**config.mk**
```make
export PLATFORM = sky130hd
export DESIGN_NAME = idmap_top
export DESIGN_NICKNAME = d
export VERILOG_FILES = /design/src/core/idmap_pkg.sv /design/src/core/idmap_irq_drv.sv /design/src/core/idmap_top.sv
export VERILOG_INCLUDE_DIRS = /design/src /design/src/core
export SDC_FILE = /design/constraint.sdc
export NUM_CORES = 1
export LEC_CHECK = 0
export ABC_AREA = 1
export BUFFER_PORTS_ARGS = -buffer_cell sky130_fd_sc_hd__buf_2
export CAP_MARGIN = 20
export CORE_MARGIN = 3
export CORE_UTILIZATION = 60
export DETAILED_ROUTE_END_ITERATION = 8
export GPL_TIMING_DRIVEN = 0
export PLACE_DENSITY_LB_ADDON = 0.1
export SYNTH_ARGS = -nofsm -noshare
export SYNTH_HDL_FRONTEND = slang
export SYNTH_HIERARCHICAL = 1
export SYNTH_SLANG_ARGS = --single-unit
```
**constraint.sdc**
```tcl
create_clock -name sys_clk_i -period 5.55 [get_ports sys_clk_i]
set_input_delay 1.11 -clock sys_clk_i [delete_from_list [all_inputs] [get_ports sys_clk_i]]
set_output_delay 1.11 -clock sys_clk_i [all_outputs]
set_load 0.02 [all_outputs]
```
**src/core/idmap_consts.svh**
```systemverilog
// Function
// - Route device interrupts onto 13 system IRQ lines by configuration.
// - Each device takes its IRQ and DMA choice from its own registers.
// - Bit 1 of interrupt type register 71h selects polarity and drive type.
// - High polarity is push-pull; low is open-drain, strong then weak pull-up.
// - Polarity affects only output buffers, not keyboard or parallel inputs.
// - Float an IRQ line if unmapped, owner inactive or owner floating.
// - Float DRQ, hold device acknowledge at 1 if unmapped, inactive, floating.
`ifndef IDMAP_CONSTS_SVH
`define IDMAP_CONSTS_SVH

`define IDM_NDEV          6
`define IDM_NLINE         13
`define IDM_NCHAN         4
// Register indexes within each device's configuration space
`define IDM_IDX_ACTIVATE  8'h30
`define IDM_IDX_IRQ_SEL   8'h70
`define IDM_IDX_IRQ_TYPE  8'h71
`define IDM_IDX_DMA_SEL   8'h74
// Status space, reached through spare device number 7
`define IDM_STAT_DEV      3'h7
`define IDM_IDX_STAT_LO   8'h00
`define IDM_IDX_STAT_HI   8'h01
`define IDM_IDX_STAT_DMA  8'h02
// Field positions
`define IDM_ACT_BIT       0
`define IDM_POL_BIT       1
// Reset values
`define IDM_RST_ACTIVATE  8'h00
`define IDM_RST_IRQ_SEL   8'h00
`define IDM_RST_IRQ_TYPE  8'h02
`define IDM_RST_DMA_SEL   8'h04
`define IDM_DMA_NONE      3'h4
// System IRQ numbers served by lines 0..12, in line order
`define IDM_LINE_NUMS     '{4'h1, 4'h3, 4'h4, 4'h5, 4'h6, 4'h7, 4'h8, \
                            4'h9, 4'ha, 4'hb, 4'hc, 4'he, 4'hf}
// Strong pull-up time after an open-drain release
`define IDM_CLK_NS        100
`define IDM_STRONG_NS     100
`define IDM_STRONG_CYC    (((`IDM_STRONG_NS + `IDM_CLK_NS - 1) / `IDM_CLK_NS) \
                           < 1 ? 1 : \
                           ((`IDM_STRONG_NS + `IDM_CLK_NS - 1) / `IDM_CLK_NS))

`endif

```
**src/core/idmap_pkg.sv**
```systemverilog
`default_nettype none
`include "idmap_consts.svh"
package idmap_pkg;
	typedef logic [2:0] idmap_dev_t;
	typedef logic [7:0] idmap_byte_t;
	typedef logic [3:0] idmap_cnt_t;
	typedef enum logic [1:0] {
		IDMAP_OFF,
		IDMAP_ASSERT,
		IDMAP_STRONG,
		IDMAP_WEAK
	} idmap_drv_e;
endpackage
`default_nettype wire

```
**src/core/idmap_irq_drv.sv**
```systemverilog
`timescale 1ns/1ps
`default_nettype none
`include "idmap_consts.svh"
module idmap_irq_drv
	import idmap_pkg::*;
(
	input  wire logic sys_clk_i,
	input  wire logic rst_n_i,
	input  wire logic claimed_i,
	input  wire logic req_i,
	input  wire logic low_pol_i,
	output logic      pin_o,
	output logic      pin_oe_o,
	output logic      weak_pu_o
);
	localparam idmap_cnt_t STRONG = idmap_cnt_t'(`IDM_STRONG_CYC);

	idmap_drv_e st_q;
	idmap_drv_e st_d;
	idmap_cnt_t cnt_q;

	// Open-drain sequencing: assert low, brief strong high, then weak
	always_comb begin
		st_d = st_q;
		case (st_q)
			IDMAP_OFF: begin
				if (claimed_i && low_pol_i)
					st_d = req_i ? IDMAP_ASSERT : IDMAP_WEAK;
			end
			IDMAP_ASSERT: begin
				if (!claimed_i || !low_pol_i)
					st_d = IDMAP_OFF;
				else if (!req_i)
					st_d = IDMAP_STRONG;
			end
			IDMAP_STRONG: begin
				if (!claimed_i || !low_pol_i)
					st_d = IDMAP_OFF;
				else if (req_i)
					st_d = IDMAP_ASSERT;
				else if (cnt_q == idmap_cnt_t'(1))
					st_d = IDMAP_WEAK;
			end
			IDMAP_WEAK: begin
				if (!claimed_i || !low_pol_i)
					st_d = IDMAP_OFF;
				else if (req_i)
					st_d = IDMAP_ASSERT;
			end
			default: st_d = IDMAP_OFF;
		endcase
	end

	always_ff @(posedge sys_clk_i or negedge rst_n_i) begin
		if (!rst_n_i)
			st_q <= IDMAP_OFF;
		else
			st_q <= st_d;
	end

	// Strong pull-up timer
	always_ff @(posedge sys_clk_i or negedge rst_n_i) begin
		if (!rst_n_i)
			cnt_q <= '0;
		else if (st_d == IDMAP_STRONG && st_q != IDMAP_STRONG)
			cnt_q <= STRONG;
		else if (cnt_q != '0)
			cnt_q <= cnt_q - idmap_cnt_t'(1);
	end

	// Registered pin drive; push-pull when high polarity
	always_ff @(posedge sys_clk_i or negedge rst_n_i) begin
		if (!rst_n_i) begin
			pin_o     <= 1'b0;
			pin_oe_o  <= 1'b0;
			weak_pu_o <= 1'b0;
		end else if (!claimed_i) begin
			pin_o     <= 1'b0;
			pin_oe_o  <= 1'b0;
			weak_pu_o <= 1'b0;
		end else if (!low_pol_i) begin
			pin_o     <= req_i;
			pin_oe_o  <= 1'b1;
			weak_pu_o <= 1'b0;
		end else begin
			pin_o     <= (st_d == IDMAP_STRONG);
			pin_oe_o  <= (st_d == IDMAP_ASSERT) || (st_d == IDMAP_STRONG);
			weak_pu_o <= 1'b1;
		end
	end
endmodule
`default_nettype wire

```
**src/core/idmap_top.sv**
```systemverilog
`timescale 1ns/1ps
`default_nettype none
`include "idmap_consts.svh"
module idmap_top
	import idmap_pkg::*;
(
	input  wire logic                   sys_clk_i,
	input  wire logic                   rst_n_i,
	// Register port: address is {device, index}
	input  wire logic [10:0]            reg_addr_i,
	input  wire logic [7:0]             reg_wdata_i,
	input  wire logic                   reg_wr_i,
	input  wire logic                   reg_rd_i,
	output logic      [7:0]             reg_rdata_o,
	// Logical device side
	input  wire logic [`IDM_NDEV-1:0]   dev_irq_i,
	input  wire logic [`IDM_NDEV-1:0]   dev_irq_float_i,
	input  wire logic [`IDM_NDEV-1:0]   dev_drq_i,
	input  wire logic [`IDM_NDEV-1:0]   dev_drq_float_i,
	output logic      [`IDM_NDEV-1:0]   dev_dack_n_o,
	// System IRQ lines
	output logic      [`IDM_NLINE-1:0]  irq_o,
	output logic      [`IDM_NLINE-1:0]  irq_oe_o,
	output logic      [`IDM_NLINE-1:0]  irq_weak_pu_o,
	// DMA channels
	output logic      [`IDM_NCHAN-1:0]  drq_o,
	output logic      [`IDM_NCHAN-1:0]  drq_oe_o,
	input  wire logic [`IDM_NCHAN-1:0]  dack_n_i
);
	localparam logic [3:0] LINE_NUM [`IDM_NLINE] = `IDM_LINE_NUMS;
	localparam int ND = `IDM_NDEV;
	localparam int NL = `IDM_NLINE;
	localparam int NC = `IDM_NCHAN;

	idmap_byte_t act_q      [ND];
	idmap_byte_t irq_sel_q  [ND];
	idmap_byte_t irq_type_q [ND];
	idmap_byte_t dma_sel_q  [ND];

	idmap_dev_t  dev_sel;
	idmap_byte_t idx_sel;
	logic [ND-1:0] dev_live;
	logic [NL-1:0] line_claim;
	logic [NL-1:0] line_req;
	logic [NL-1:0] line_low;
	logic [NC-1:0] chan_claim;
	logic [NC-1:0] chan_req;
	logic [NC-1:0] dev_dack_ok [ND];
	logic [NC-1:0] drq_oe_q;
	logic [NC-1:0] drq_q;
	logic          idx_act;
	logic          idx_irq_sel;
	logic          idx_irq_type;
	logic          idx_dma_sel;
	logic          stat_hit;
	logic          dev_ok;
	idmap_byte_t   stat_lo;
	idmap_byte_t   stat_hi;
	idmap_byte_t   stat_dma;
	idmap_byte_t   reg_rdata_d;

	assign dev_sel = reg_addr_i[10:8];
	assign idx_sel = reg_addr_i[7:0];

	// Register index decode, shared by every device's writes; status and device range decode for the read path
	assign idx_act      = (idx_sel == `IDM_IDX_ACTIVATE);
	assign idx_irq_sel  = (idx_sel == `IDM_IDX_IRQ_SEL);
	assign idx_irq_type = (idx_sel == `IDM_IDX_IRQ_TYPE);
	assign idx_dma_sel  = (idx_sel == `IDM_IDX_DMA_SEL);
	assign stat_hit     = (dev_sel == `IDM_STAT_DEV);
	assign dev_ok       = (dev_sel < idmap_dev_t'(ND));

	// Per-device configuration registers
	genvar d;
	generate
		for (d = 0; d < ND; d++) begin : g_dev
			logic hit;
			assign hit = reg_wr_i && (dev_sel == idmap_dev_t'(d));

			// Activation; bit 0 makes the device live
			always_ff @(posedge sys_clk_i or negedge rst_n_i) begin
				if (!rst_n_i)
					act_q[d] <= `IDM_RST_ACTIVATE;
				else if (hit && idx_act)
					act_q[d] <= reg_wdata_i;
			end

			// Interrupt line select
			always_ff @(posedge sys_clk_i or negedge rst_n_i) begin
				if (!rst_n_i)
					irq_sel_q[d] <= `IDM_RST_IRQ_SEL;
				else if (hit && idx_irq_sel)
					irq_sel_q[d] <= reg_wdata_i;
			end

			// Interrupt type; bit 1 picks polarity and drive
			always_ff @(posedge sys_clk_i or negedge rst_n_i) begin
				if (!rst_n_i)
					irq_type_q[d] <= `IDM_RST_IRQ_TYPE;
				else if (hit && idx_irq_type)
					irq_type_q[d] <= reg_wdata_i;
			end

			// DMA channel select
			always_ff @(posedge sys_clk_i or negedge rst_n_i) begin
				if (!rst_n_i)
					dma_sel_q[d] <= `IDM_RST_DMA_SEL;
				else if (hit && idx_dma_sel)
					dma_sel_q[d] <= reg_wdata_i;
			end

			assign dev_live[d] = act_q[d][`IDM_ACT_BIT];
		end
	endgenerate

	// IRQ line ownership; shared serial requests are ORed
	genvar l;
	generate
		for (l = 0; l < NL; l++) begin : g_line
			always_comb begin
				line_claim[l] = 1'b0;
				line_req[l]   = 1'b0;
				line_low[l]   = 1'b0;
				for (int k = 0; k < ND; k++) begin
					if (dev_live[k] && !dev_irq_float_i[k] &&
					    irq_sel_q[k][3:0] == LINE_NUM[l]) begin
						line_claim[l] = 1'b1;
						line_req[l]   = line_req[l] | dev_irq_i[k];
						line_low[l]   = line_low[l] |
						                !irq_type_q[k][`IDM_POL_BIT];
					end
				end
			end
			idmap_irq_drv u_drv (
				.sys_clk_i (sys_clk_i),
				.rst_n_i   (rst_n_i),
				.claimed_i (line_claim[l]),
				.req_i     (line_req[l]),
				.low_pol_i (line_low[l]),
				.pin_o     (irq_o[l]),
				.pin_oe_o  (irq_oe_o[l]),
				.weak_pu_o (irq_weak_pu_o[l])
			);
		end
	endgenerate

	// DMA channel ownership; software keeps owners unique
	genvar c;
	generate
		for (c = 0; c < NC; c++) begin : g_chan
			// A device owns the channel when live, driving and selecting it
			for (genvar m = 0; m < ND; m++) begin : g_own
				assign dev_dack_ok[m][c] = dev_live[m] &&
				                           !dev_drq_float_i[m] &&
				                           dma_sel_q[m][2:0] == 3'(c);
			end
			always_comb begin
				chan_claim[c] = 1'b0;
				chan_req[c]   = 1'b0;
				for (int k = 0; k < ND; k++) begin
					if (dev_dack_ok[k][c]) begin
						chan_claim[c] = 1'b1;
						chan_req[c]   = chan_req[c] | dev_drq_i[k];
					end
				end
			end
			always_ff @(posedge sys_clk_i or negedge rst_n_i) begin
				if (!rst_n_i) begin
					drq_q[c]    <= 1'b0;
					drq_oe_q[c] <= 1'b0;
				end else begin
					drq_q[c]    <= chan_claim[c] & chan_req[c];
					drq_oe_q[c] <= chan_claim[c];
				end
			end
		end
	endgenerate
	assign drq_o    = drq_q;
	assign drq_oe_o = drq_oe_q;

	// Acknowledge reaches a device only from its own live channel
	always_comb begin
		for (int k = 0; k < ND; k++) begin
			dev_dack_n_o[k] = 1'b1;
			for (int j = 0; j < NC; j++) begin
				if (dev_dack_ok[k][j])
					dev_dack_n_o[k] = dack_n_i[j];
			end
		end
	end

	// Status words: line drive enables, channel requests and enables
	assign stat_lo  = irq_oe_o[7:0];
	assign stat_hi  = {3'h0, irq_oe_o[NL-1:8]};
	assign stat_dma = {drq_q, drq_oe_q};

	// Read mux; no strobe or an unmapped address reads zero
	always_comb begin
		reg_rdata_d = 8'h00;
		if (reg_rd_i && stat_hit) begin
			case (idx_sel)
				`IDM_IDX_STAT_LO:  reg_rdata_d = stat_lo;
				`IDM_IDX_STAT_HI:  reg_rdata_d = stat_hi;
				`IDM_IDX_STAT_DMA: reg_rdata_d = stat_dma;
				default:           reg_rdata_d = 8'h00;
			endcase
		end else if (reg_rd_i && dev_ok) begin
			case (idx_sel)
				`IDM_IDX_ACTIVATE: reg_rdata_d = act_q[dev_sel];
				`IDM_IDX_IRQ_SEL:  reg_rdata_d = irq_sel_q[dev_sel];
				`IDM_IDX_IRQ_TYPE: reg_rdata_d = irq_type_q[dev_sel];
				`IDM_IDX_DMA_SEL:  reg_rdata_d = dma_sel_q[dev_sel];
				default:           reg_rdata_d = 8'h00;
			endcase
		end
	end

	// Read data register, one cycle after the strobe
	always_ff @(posedge sys_clk_i or negedge rst_n_i) begin
		if (!rst_n_i)
			reg_rdata_o <= 8'h00;
		else
			reg_rdata_o <= reg_rdata_d;
	end
endmodule
`default_nettype wire

```
# Word level (Yosys, flattened, before mapping)

Cells that the tools add are included.

Multiplexer cells: 556
Equal/unequal tests: 199
Order comparisons: 2
Bitwise operators: 155
Reductions and logical operators: 289
Add/sub/neg operators: 13

Operators by type and width:

| kind                                                | count |
|---|---|
| 2-to-1 mux 1 bit                                    | 384 |
| 2-to-1 mux 2 bit                                    | 117 |
| logical AND 1 bit                                   | 172 |
| equality test 4 bit, second input constant          | 42 |
| bitwise OR 1 bit                                    | 150 |
| 2-to-1 mux 4 bit                                    | 26 |
| one-hot mux 2 bit (4 select lines)                  | 13 |
| binary-select mux 8 bit (select 3 bit)              | 4 |
| equality test 4 x 3 -> 1 bit, second input constant | 24 |
| 2-to-1 mux 8 bit                                    | 10 |
| equality test 2 bit, second input constant          | 39 |
| equality test 4 x 1 -> 1 bit, second input constant | 19 |
| equality test 2 x 1 -> 1 bit, second input constant | 26 |
| nonzero test 4 bit                                  | 13 |
| subtractor 4 x 1 -> 4 bit, second input constant    | 13 |
| logical NOT 1 bit                                   | 44 |
| equality test 3 x 2 -> 1 bit, second input constant | 14 |
| one-hot mux 8 bit (4 select lines)                  | 1 |
| logical NOT 2 bit                                   | 13 |
| logical OR 1 bit                                    | 26 |
| != test 2 bit, second input constant                | 13 |
| nonzero test 2 bit                                  | 13 |
| equality test 4 x 2 -> 1 bit, second input constant | 6 |
| equality test 8 x 7 -> 1 bit, second input constant | 3 |
| other kinds (12)                                    | 29 |

Output and inout port bits: 61
Flip-flop bits (word level): 325

# Depth between registers and ports, before layout

Gate-level depths: netlist of the first run.

Word-level depth: 22
Depth in mapped cells: 19

# Hierarchy

The synthesis of the first run kept the hierarchy.

By module, submodules not included:

| module                              | instances | seq. area each (um^2) | cells an instance | area each (um^2) |
|---|---|---|---|---|
| idmap_top                           | 1         | 5,220.0               | 1,752             | 12,095.4 |
| idmap_irq_drv (g_line[3].u_drv ...) | 6         | 225.2                 | 53                | 454.2 |
| idmap_irq_drv (g_line[0].u_drv ...) | 4         | 225.2                 | 50                | 452.9 |
| idmap_irq_drv (g_line[2].u_drv ...) | 2         | 225.2                 | 53                | 464.2 |
| idmap_irq_drv (g_line[1].u_drv)     | 1         | 225.2                 | 55                | 484.2 |

# Worst setup path before layout of the first run

Ideal clock, no wire load.

Path type: input port to output port
Start point: input port dev_drq_float_i[4]
End point: output port dev_dack_n_o[4]
Stages on the path: 3
Slack: 2.597 ns
Arrival time: 1.843 ns
Data required time: 4.440 ns
Cell sequence: nor2_1 -> nand4_1 -> o22ai_1

Word-level cells in the longest chain between the ends: 7
Elaborated cells on any way between the ends: 10
Classes of those cells: mux (4); reduce/logical (6)

RTL lines:

| item                           | line             | RTL |
|---|---|---|
| from (decl)                    | idmap_top.sv:19  | `` input wire logic [`IDM_NDEV-1:0] dev_drq_float_i, `` |
| logical NOT 1 bit *            | idmap_top.sv:154 | `!dev_drq_float_i[m] &&` |
| logical AND 1 bit *            | idmap_top.sv:153 | `assign dev_dack_ok[m][c] = dev_live[m] &&` |
| logical AND 1 bit              | idmap_top.sv:154 |  |
| 2-to-1 mux 1 bit (3 in series) | idmap_top.sv:186 | `if (dev_dack_ok[k][j])` |
| 2-to-1 mux 1 bit *             | idmap_top.sv:186 |  |
| to (decl)                      | idmap_top.sv:20  | `` output logic [`IDM_NDEV-1:0] dev_dack_n_o, `` |

Mark *: on every way between the ends. The rest lies on a longest branch, timed or not.

# Worst setup path after layout of the first run

Start point: input port dev_drq_float_i[1]
End point: output port dev_dack_n_o[1]

Same word-level chain as after synthesis.

==> impl_metrics.ini, run 1 <==
[status]
status = finished, final reports clean

[finish]
register_area_um2 = 8150
final.fill_count = 2417
area_growth_pct = 13.2
utilization_pct = 70.0
final_nets = 2684
layout.cells.non_filler = 2992
final_layout_size_suffix_gt1_share_pct = 11.5
multi_input_area_um2 = 8600

[timing]
period_needed_ns = 3.39
worstMarginPinSlew_ns = 0.982
max_freq_mhz = 295
final.period_utilization_pct = 61.0
slew_headroom_pct = 34.3
slew_viol_final = 0
finalSetupViolations = 0
rsz0062_at_grt = false
finalClockSkew_ns = 0.0414
hold_viol_final = 0

[placed_design]
io_buffers = 109
post-place-cells = 2926
finalWeightedCongestion = 1.10
hpwl_um = 45500

[global_route]
grt_max_degree = 124
grt_pass1_vias = 17253
antenna_found_initial = 0
grt_overflow = 0
grt.total_usage_pct = 37.5
grt_pass1_wl_um = 95700

[pwr]
ir_worst_vdd_v = 0.000293
leakagePower_nw = 10.0
intPower_mw = 4.05
p_comb_share_pct = 8.1
p_switching_mw = 1.35
seqPwrFrac_pct = 45.0
p_per_area_nw_per_um2 = 264
swShare_pct = 25.0
pwr-share-clk_pct = 46.8
design_power_total_mw = 5.39

[synthesis]
synth_cells = 2431
ys_ff_latch = 325
ys_seq_area_share_pct = 45.2
synth_area_per_cell_um2 = 7.42
synth_cell_types = 40
syn-num-nets = 2534
syn_area_um2 = 18000
ys_warn_count = 6

[clock_tree]
cts_made_buffers = 36
clock-root-buffer = clkbuf_16
clock_latency_ns = 0.55
clockBufferDepth = 3
clk_pin_slew_worst_paths_ns = 0.06
cts_tree = done
cts_resized = 0
post_cts_buffers = 0
h-tree-depth = 2
hold_buffers = 0
cts_num_sinks = 325

[route]
vias = 18157
drt_iter0_markers = 2217
vias_per_cell = 6.07
met2_wirelength_um = 27900
drc = 0
wl_per_cell_um = 20.8
wirelength_um = 62200
ant_nets = 0
wl_met3_um = 7040
top_layer_used = met4
wl_met1_um = 23800
dr.pass1.iters = 6

[worst_setup_path]
worstPathCellList = buf_2 -> inv_1 -> nand2_1 -> nor4_1 -> nand2_1 -> o21ai_0 -> o22ai_1 -> buf_2
path_delay_family = simple AND/OR/NAND/NOR gates
path_max_fanout = 3
path_class = in2out
startpoint_type = input pin
cp_slowest_cell = nor4_1
slowest_delay_ns = 0.45
critPathArrivalTime_ns = 2.28
critPathRequiredTime_ns = 4.44
r2r_slack_ns = 2.40
cp-end-kind = output pin
crit_buf_inv = 3

[hold_path]
hp-class = reg2reg

[die]
fp.dieH_um = 179
rows = 62
start_util_pct = 61.9
coreArea_um2 = 29200
dieWidth_um = 179
ios = 112
dieArea_um2 = 32200

[flow_run]
cap_violations = 0
-- power groups by stage --
| stage | clock network (mW) | registers [mW] | logic, mW |
|---|---|---|---|
| after floorplan | 0 | 2.46 | 0.237 |
| after global placement | 0 | 2.47 | 0.401 |
| after detailed placement | 0 | 2.47 | 0.423 |
| after CTS | 2.54 | 2.43 | 0.429 |
| after global routing | 2.64 | 2.43 | 0.478 |
| final | 2.53 | 2.43 | 0.438 |
-- cell families after synthesis --
family	after synthesis	share of synthesized area, %
and+or+nand+nor	1335	31.5
xor gates and xnor gates	17	0.825
adders and majority gates	52	3.61
AOI/OAI and AO/OA	400	11.8
buffers and inverters	302	7.16
DFF	325	45.2
-- routing by layer --
layer  track usage, %  vias up
met5                0        -
met4             18.4        0
met3             8.16      274
met2             59.3     1163
met1             49.4     8505
li1                 -     8215
-- worst paths after layout --
kind | from | end | cells past startpoint
setup reg to reg | act_q[16]$_DFFE_PN0P_ | g_line[2].u_drv/pin_oe_o$_DFF_PN0_ | 11
min in group asynchronous | rst_n_i | g_line[12].u_drv/cnt_q[3]$_DFFE_PN0P_ | 1
hold reg to reg | dma_sel_q[36]$_DFFE_PN0P_ | dma_sel_q[36]$_DFFE_PN0P_ | 2
hold / removal | dma_sel_q[36]$_DFFE_PN0P_ | dma_sel_q[36]$_DFFE_PN0P_ | 2
setup / recovery | dev_drq_float_i[1] | dev_dack_n_o[1] | 8
max in group asynchronous | rst_n_i | g_line[1].u_drv/cnt_q[0]$_DFFE_PN0P_ | 2
-- worst min-delay path: cells and delay by family (launching register included) --
kind | cells | cell delay, ns
AOI/OAI and AO/OA | 1 | 0.06
and+or+nand+nor | 1 | 0.05
DFF | 1 | 0.34
-- sequential cells by signal, indices dropped and copies added, names as in the netlist --
name and count:
g_line.u_drv/weak_pu_o 13, act_q 48, g_line.u_drv/cnt_q 52, dma_sel_q 48, irq_sel_q 48, drq_oe_o 4, irq_type_q 48, g_line.u_drv/st_q 26
g_line.u_drv/pin_oe_o 13, g_line.u_drv/pin_o 13, drq_o 4, reg_rdata_o 8
-- stage by stage --
| step | instance area, µm² | TNS, ns | hold slack [ns] | worst slack [ns] |
|---|---|---|---|---|
| after floorplan | 18000 | 0 | 0.453 | 2.60 |
| after global placement | 19100 | -812.96 | 0.467 | -2.62 |
| after detailed placement | 19100 | 0 | 0.473 | 1.89 |
| after CTS | 20400 | 0 | 0.488 | 2.15 |
| after global routing | 20400 | 0 | 0.504 | 2.05 |
| final | 20400 | 0 | 0.487 | 2.16 |
-- Yosys cell counts (all sizes together) --
cell / instances / area [µm²]
nand3b: 15 / 113
nand2: 732 / 2850
nand3: 225 / 1130
o21ai: 270 / 1370
or3: 1 / 6.26
clkbuf: 38 / 143
dfstp: 12 / 315
o22ai: 37 / 231
nand4: 28 / 175
clkinv: 6 / 22.5
o211ai: 1 / 7.51
nor3: 27 / 145
a21oi: 77 / 404
xor2: 4 / 35.0
ha: 52 / 651
a21boi: 14 / 105
o221ai: 1 / 8.76
nor4: 3 / 18.8
and3: 2 / 12.5
dfrtp: 313 / 7830
or2: 8 / 50.1
inv: 204 / 768
buf: 54 / 359
nor2: 292 / 1170
nor3b: 2 / 15.0
xnor2: 13 / 114
-- cell usage in the layout (no fill, tap or decap), types with 8 or more instances in the layout --
cell       instances
o21ai_1           13
clkbuf_16         37
nand3b_1          15
o21ai_0          254
a21boi_0          14
dfrtp_1          313
buf_2            140
inv_1            198
dfstp_2           12
buf_6             15
nand2_1          697
clkbuf_1          43
xnor2_1           13
a21oi_1           72
nand2_2           32
nor2_1           274
nor3_1            25
or2_1              8
nand4_1           28
nor2_2            13
ha_1              52
o22ai_1           37
nand3_1          225
clkbuf_8          11
-- area by class of cell --
class	count	area share [%]
multi-input cells	1804	42.1
flip-flops and latches	325	39.9
clock buffers	53	5.37
inverters	210	3.87
repair buffers	112	3.03
plain buffers	92	2.46
well taps	384	2.35
clock inverters	11	0.882
diodes	1	0.0123
No activity file was read; power rests on OpenSTA's default activity.
==> run 2, diff against run 1 <==
- ABC_AREA: 1 -> 0
- clock period: 5.55 -> 3.3 ns (I/O delays scaled with it)
==> run 2 against run 1 <==
Die area decreased by 0.60%. Power increased by 56%. Register-to-register slack got worse by 2.4 ns. Worst setup slack got worse by 2.1 ns. Sequential share of layout area increased by 0.44 points. Combinational power decreased by 8.9%.
==> impl_metrics.ini, run 2 <==
[status]
status = finished, final reports clean

[route]
drc = 0
drt_iter0_markers = 1523
wirelength_um = 53200
ant_nets = 0
vias = 14496
vias_per_cell = 6.61
dr.pass1.iters = 9
wl_per_cell_um = 24.2

[finish]
multi_input_area_um2 = 9330
layout_common_cells = dfrtp_1 (313), mux2_2 (190), mux2i_1 (124)
final_layout_size_suffix_gt1_share_pct = 22.9
final.fill_count = 2203
diodes = 0
largest_register_ffs = 52
area_growth_pct = 12.6
regMostFlops = g_line.u_drv/cnt_q
layout_commonest_cell = dfrtp_1
register_area_um2 = 8150
final_nets = 1886

[worst_setup_path]
r2r_slack_ns = 0.04
cp-end-kind = flop
startpoint_type = flop
r2r_cells = 9
critPathRequiredTime_ns = 3.65
critPathArrivalTime_ns = 3.61
r2r-start = act_q[40]$_DFFE_PN0P_
path_max_fanout = 6
r2r_end = g_line[0].u_drv/pin_oe_o$_DFF_PN0_
path_class = reg2reg

[synthesis]
synth-edff-count = 0
yosys.area_share.simple_pct = 16.4
ys_ff_latch = 325
synthAdderAreaFrac_pct = 3.68
synth.most_common_cell = dfrtp_1
syn-num-nets = 1747
synth_top_cell_by_area = dfrtp_1
synth_area_per_cell_um2 = 10.9
synthTopCellsByCount = dfrtp_1 (313), mux2_2 (190), mux2i_1 (124)
synth.area.mux_share_pct = 19.4
yosys.area_share.xor_xnor_pct = 0.635
synth_top_area_share_pct = 43.7
synth_cells = 1644
ys.flop_type = dfrtp_1
synth_compound_area_share_pct = 11.7
async_flop_share_pct = 100
synth_top_family_by_area = multiplexers
ys_warn_count = 6
yosys-top-cells-area = dfrtp_1 (44%), mux2_2 (12%), mux2i_1 (6.9%)
syn_area_um2 = 17900
synth_cell_types = 69
ys_seq_area_share_pct = 45.4

[die]
start_util_pct = 61.6
dieArea_um2 = 32000
fp.dieH_um = 179
ios = 112
coreArea_um2 = 29100
rows = 62
dieWidth_um = 179

[timing]
finalClockSkew_ns = 0.0212
final.period_utilization_pct = 98.7
period_needed_ns = 3.26
finalSetupViolations = 0
hold_viol_final = 0
finalSetupTns_ns = 0
hold_ws_ns = 0.194
slew_viol_final = 0
slew_headroom_pct = 25.9
rsz0062_at_grt = false
max_freq_mhz = 307
worstMarginPinSlew_ns = 1.11

[clock_tree]
clockBufferDepth = 3
h-tree-depth = 2
cts_num_sinks = 325
cts_tree = done
clk_pin_slew_worst_paths_ns = 0.06
clock-root-buffer = clkbuf_16
clock_latency_ns = 0.54
hold_buffers = 0
cts_made_buffers = 35

[pwr]
leakagePower_nw = 9.67
p_per_area_nw_per_um2 = 417
ir_worst_vdd_v = 0.000496

[global_route]
grt_max_degree = 123
antenna_found_initial = 4
grt_pass1_vias = 14027
grt.total_usage_pct = 33.1
grt_overflow = 0
grt_pass1_wl_um = 81100

[placed_design]
io_buffers = 104
finalWeightedCongestion = 1.03
hpwl_um = 38700

[flow_run]
cap_violations = 0

[hold_path]
hp-class = in2async
run 2: changes by cell type in the layout (fill, tap and decap cells not counted), sizes merged, moves of 22 or more:
cell,delta
nor2,-189
a21oi,-62
nand2,-632
nand2b,+63
mux2,+190
nor2b,+45
o21ai,-223
buf,-40
mux2i,+124
inv,-154
nor3b,+24
nand3,-194
and2,+22
a22oi,+22
run 2: kinds of logic after synthesis:
logic type | Yosys count
and+or+nand+nor | 527
buffers and inverters | 128
DFF | 325
adders and majority gates | 53
xor gates and xnor gates | 13
muxes | 318
AOI/OAI and AO/OA | 280
run 2: power by group:
part	internal, mW	switching (mW)
Sequential	4.01	0.0167
Combinational	0.106	0.294
Clock	2.37	1.63
Total	6.48	1.94
run 2: repair_timing:
action                     CTS  global route
setup buffers                0             0
resized for setup            3             9
setup endpoints to repair   10            22
run 2: worst max path at each step:
stage / startpoint / endpoint / slack, ns
2_1_floorplan: dev_irq_float_i[2] / g_line[2].u_drv/cnt_q[0]$_DFFE_PN0P_ / 0.74
3_3_place_gp: rst_n_i / g_line[8].u_drv/st_q[0]$_DFF_PN0_ / -4.43
3_5_place_dp: dev_irq_float_i[5] / g_line[9].u_drv/pin_o$_DFF_PN0_ / -0.26
4_1_cts: irq_type_q[17]$_DFFE_PN1P_ / g_line[5].u_drv/pin_oe_o$_DFF_PN0_ / 0.02
5_1_grt: act_q[0]$_DFFE_PN0P_ / g_line[5].u_drv/pin_oe_o$_DFF_PN0_ / 0.004
6_report: act_q[40]$_DFFE_PN0P_ / g_line[0].u_drv/pin_oe_o$_DFF_PN0_ / 0.04
run 2: per-layer routing:
layer	wire length [µm]	GRT usage (%)
met2	24300	53.1
met4	1920	10.6
met3	4760	6.78
met1	22100	45.4
met5	35	0
run 2: through the flow:
step	cells	utilization (%)	power (mW)	worst slack [ns]	area [µm²]
after detailed placement	2135	65.3	4.49	-0.259	19000
after floorplan	1644	-	4.26	0.735	17900
after global placement	2132	65.1	4.47	-4.43	18900
final	2194	69.4	8.42	0.0440	20200
after global routing	2194	69.4	8.66	0.00383	20200
after CTS	2197	69.4	8.47	0.0165	20200
run 2: area by class of cell:
type | instances | area share [%]
multi-input combinational | 1191 | 46.2
timing repair buffer | 107 | 2.92
inverter | 49 | 0.911
clock buffer | 52 | 4.95
tap | 384 | 2.38
buffer | 74 | 1.46
sequential | 325 | 40.3
clock inverter | 12 | 0.867
run 2: worst max-delay path, stage by stage, from the launching register on:
cell and delay (ns):
dfrtp_1 0.49, nor3b_1 0.50, and3b_1 0.27, nor2b_1 0.34
a22o_1 0.20, or3_1 0.15, and2_1 0.19, nor2b_1 0.19
ha_1 0.25, a21boi_0 0.49
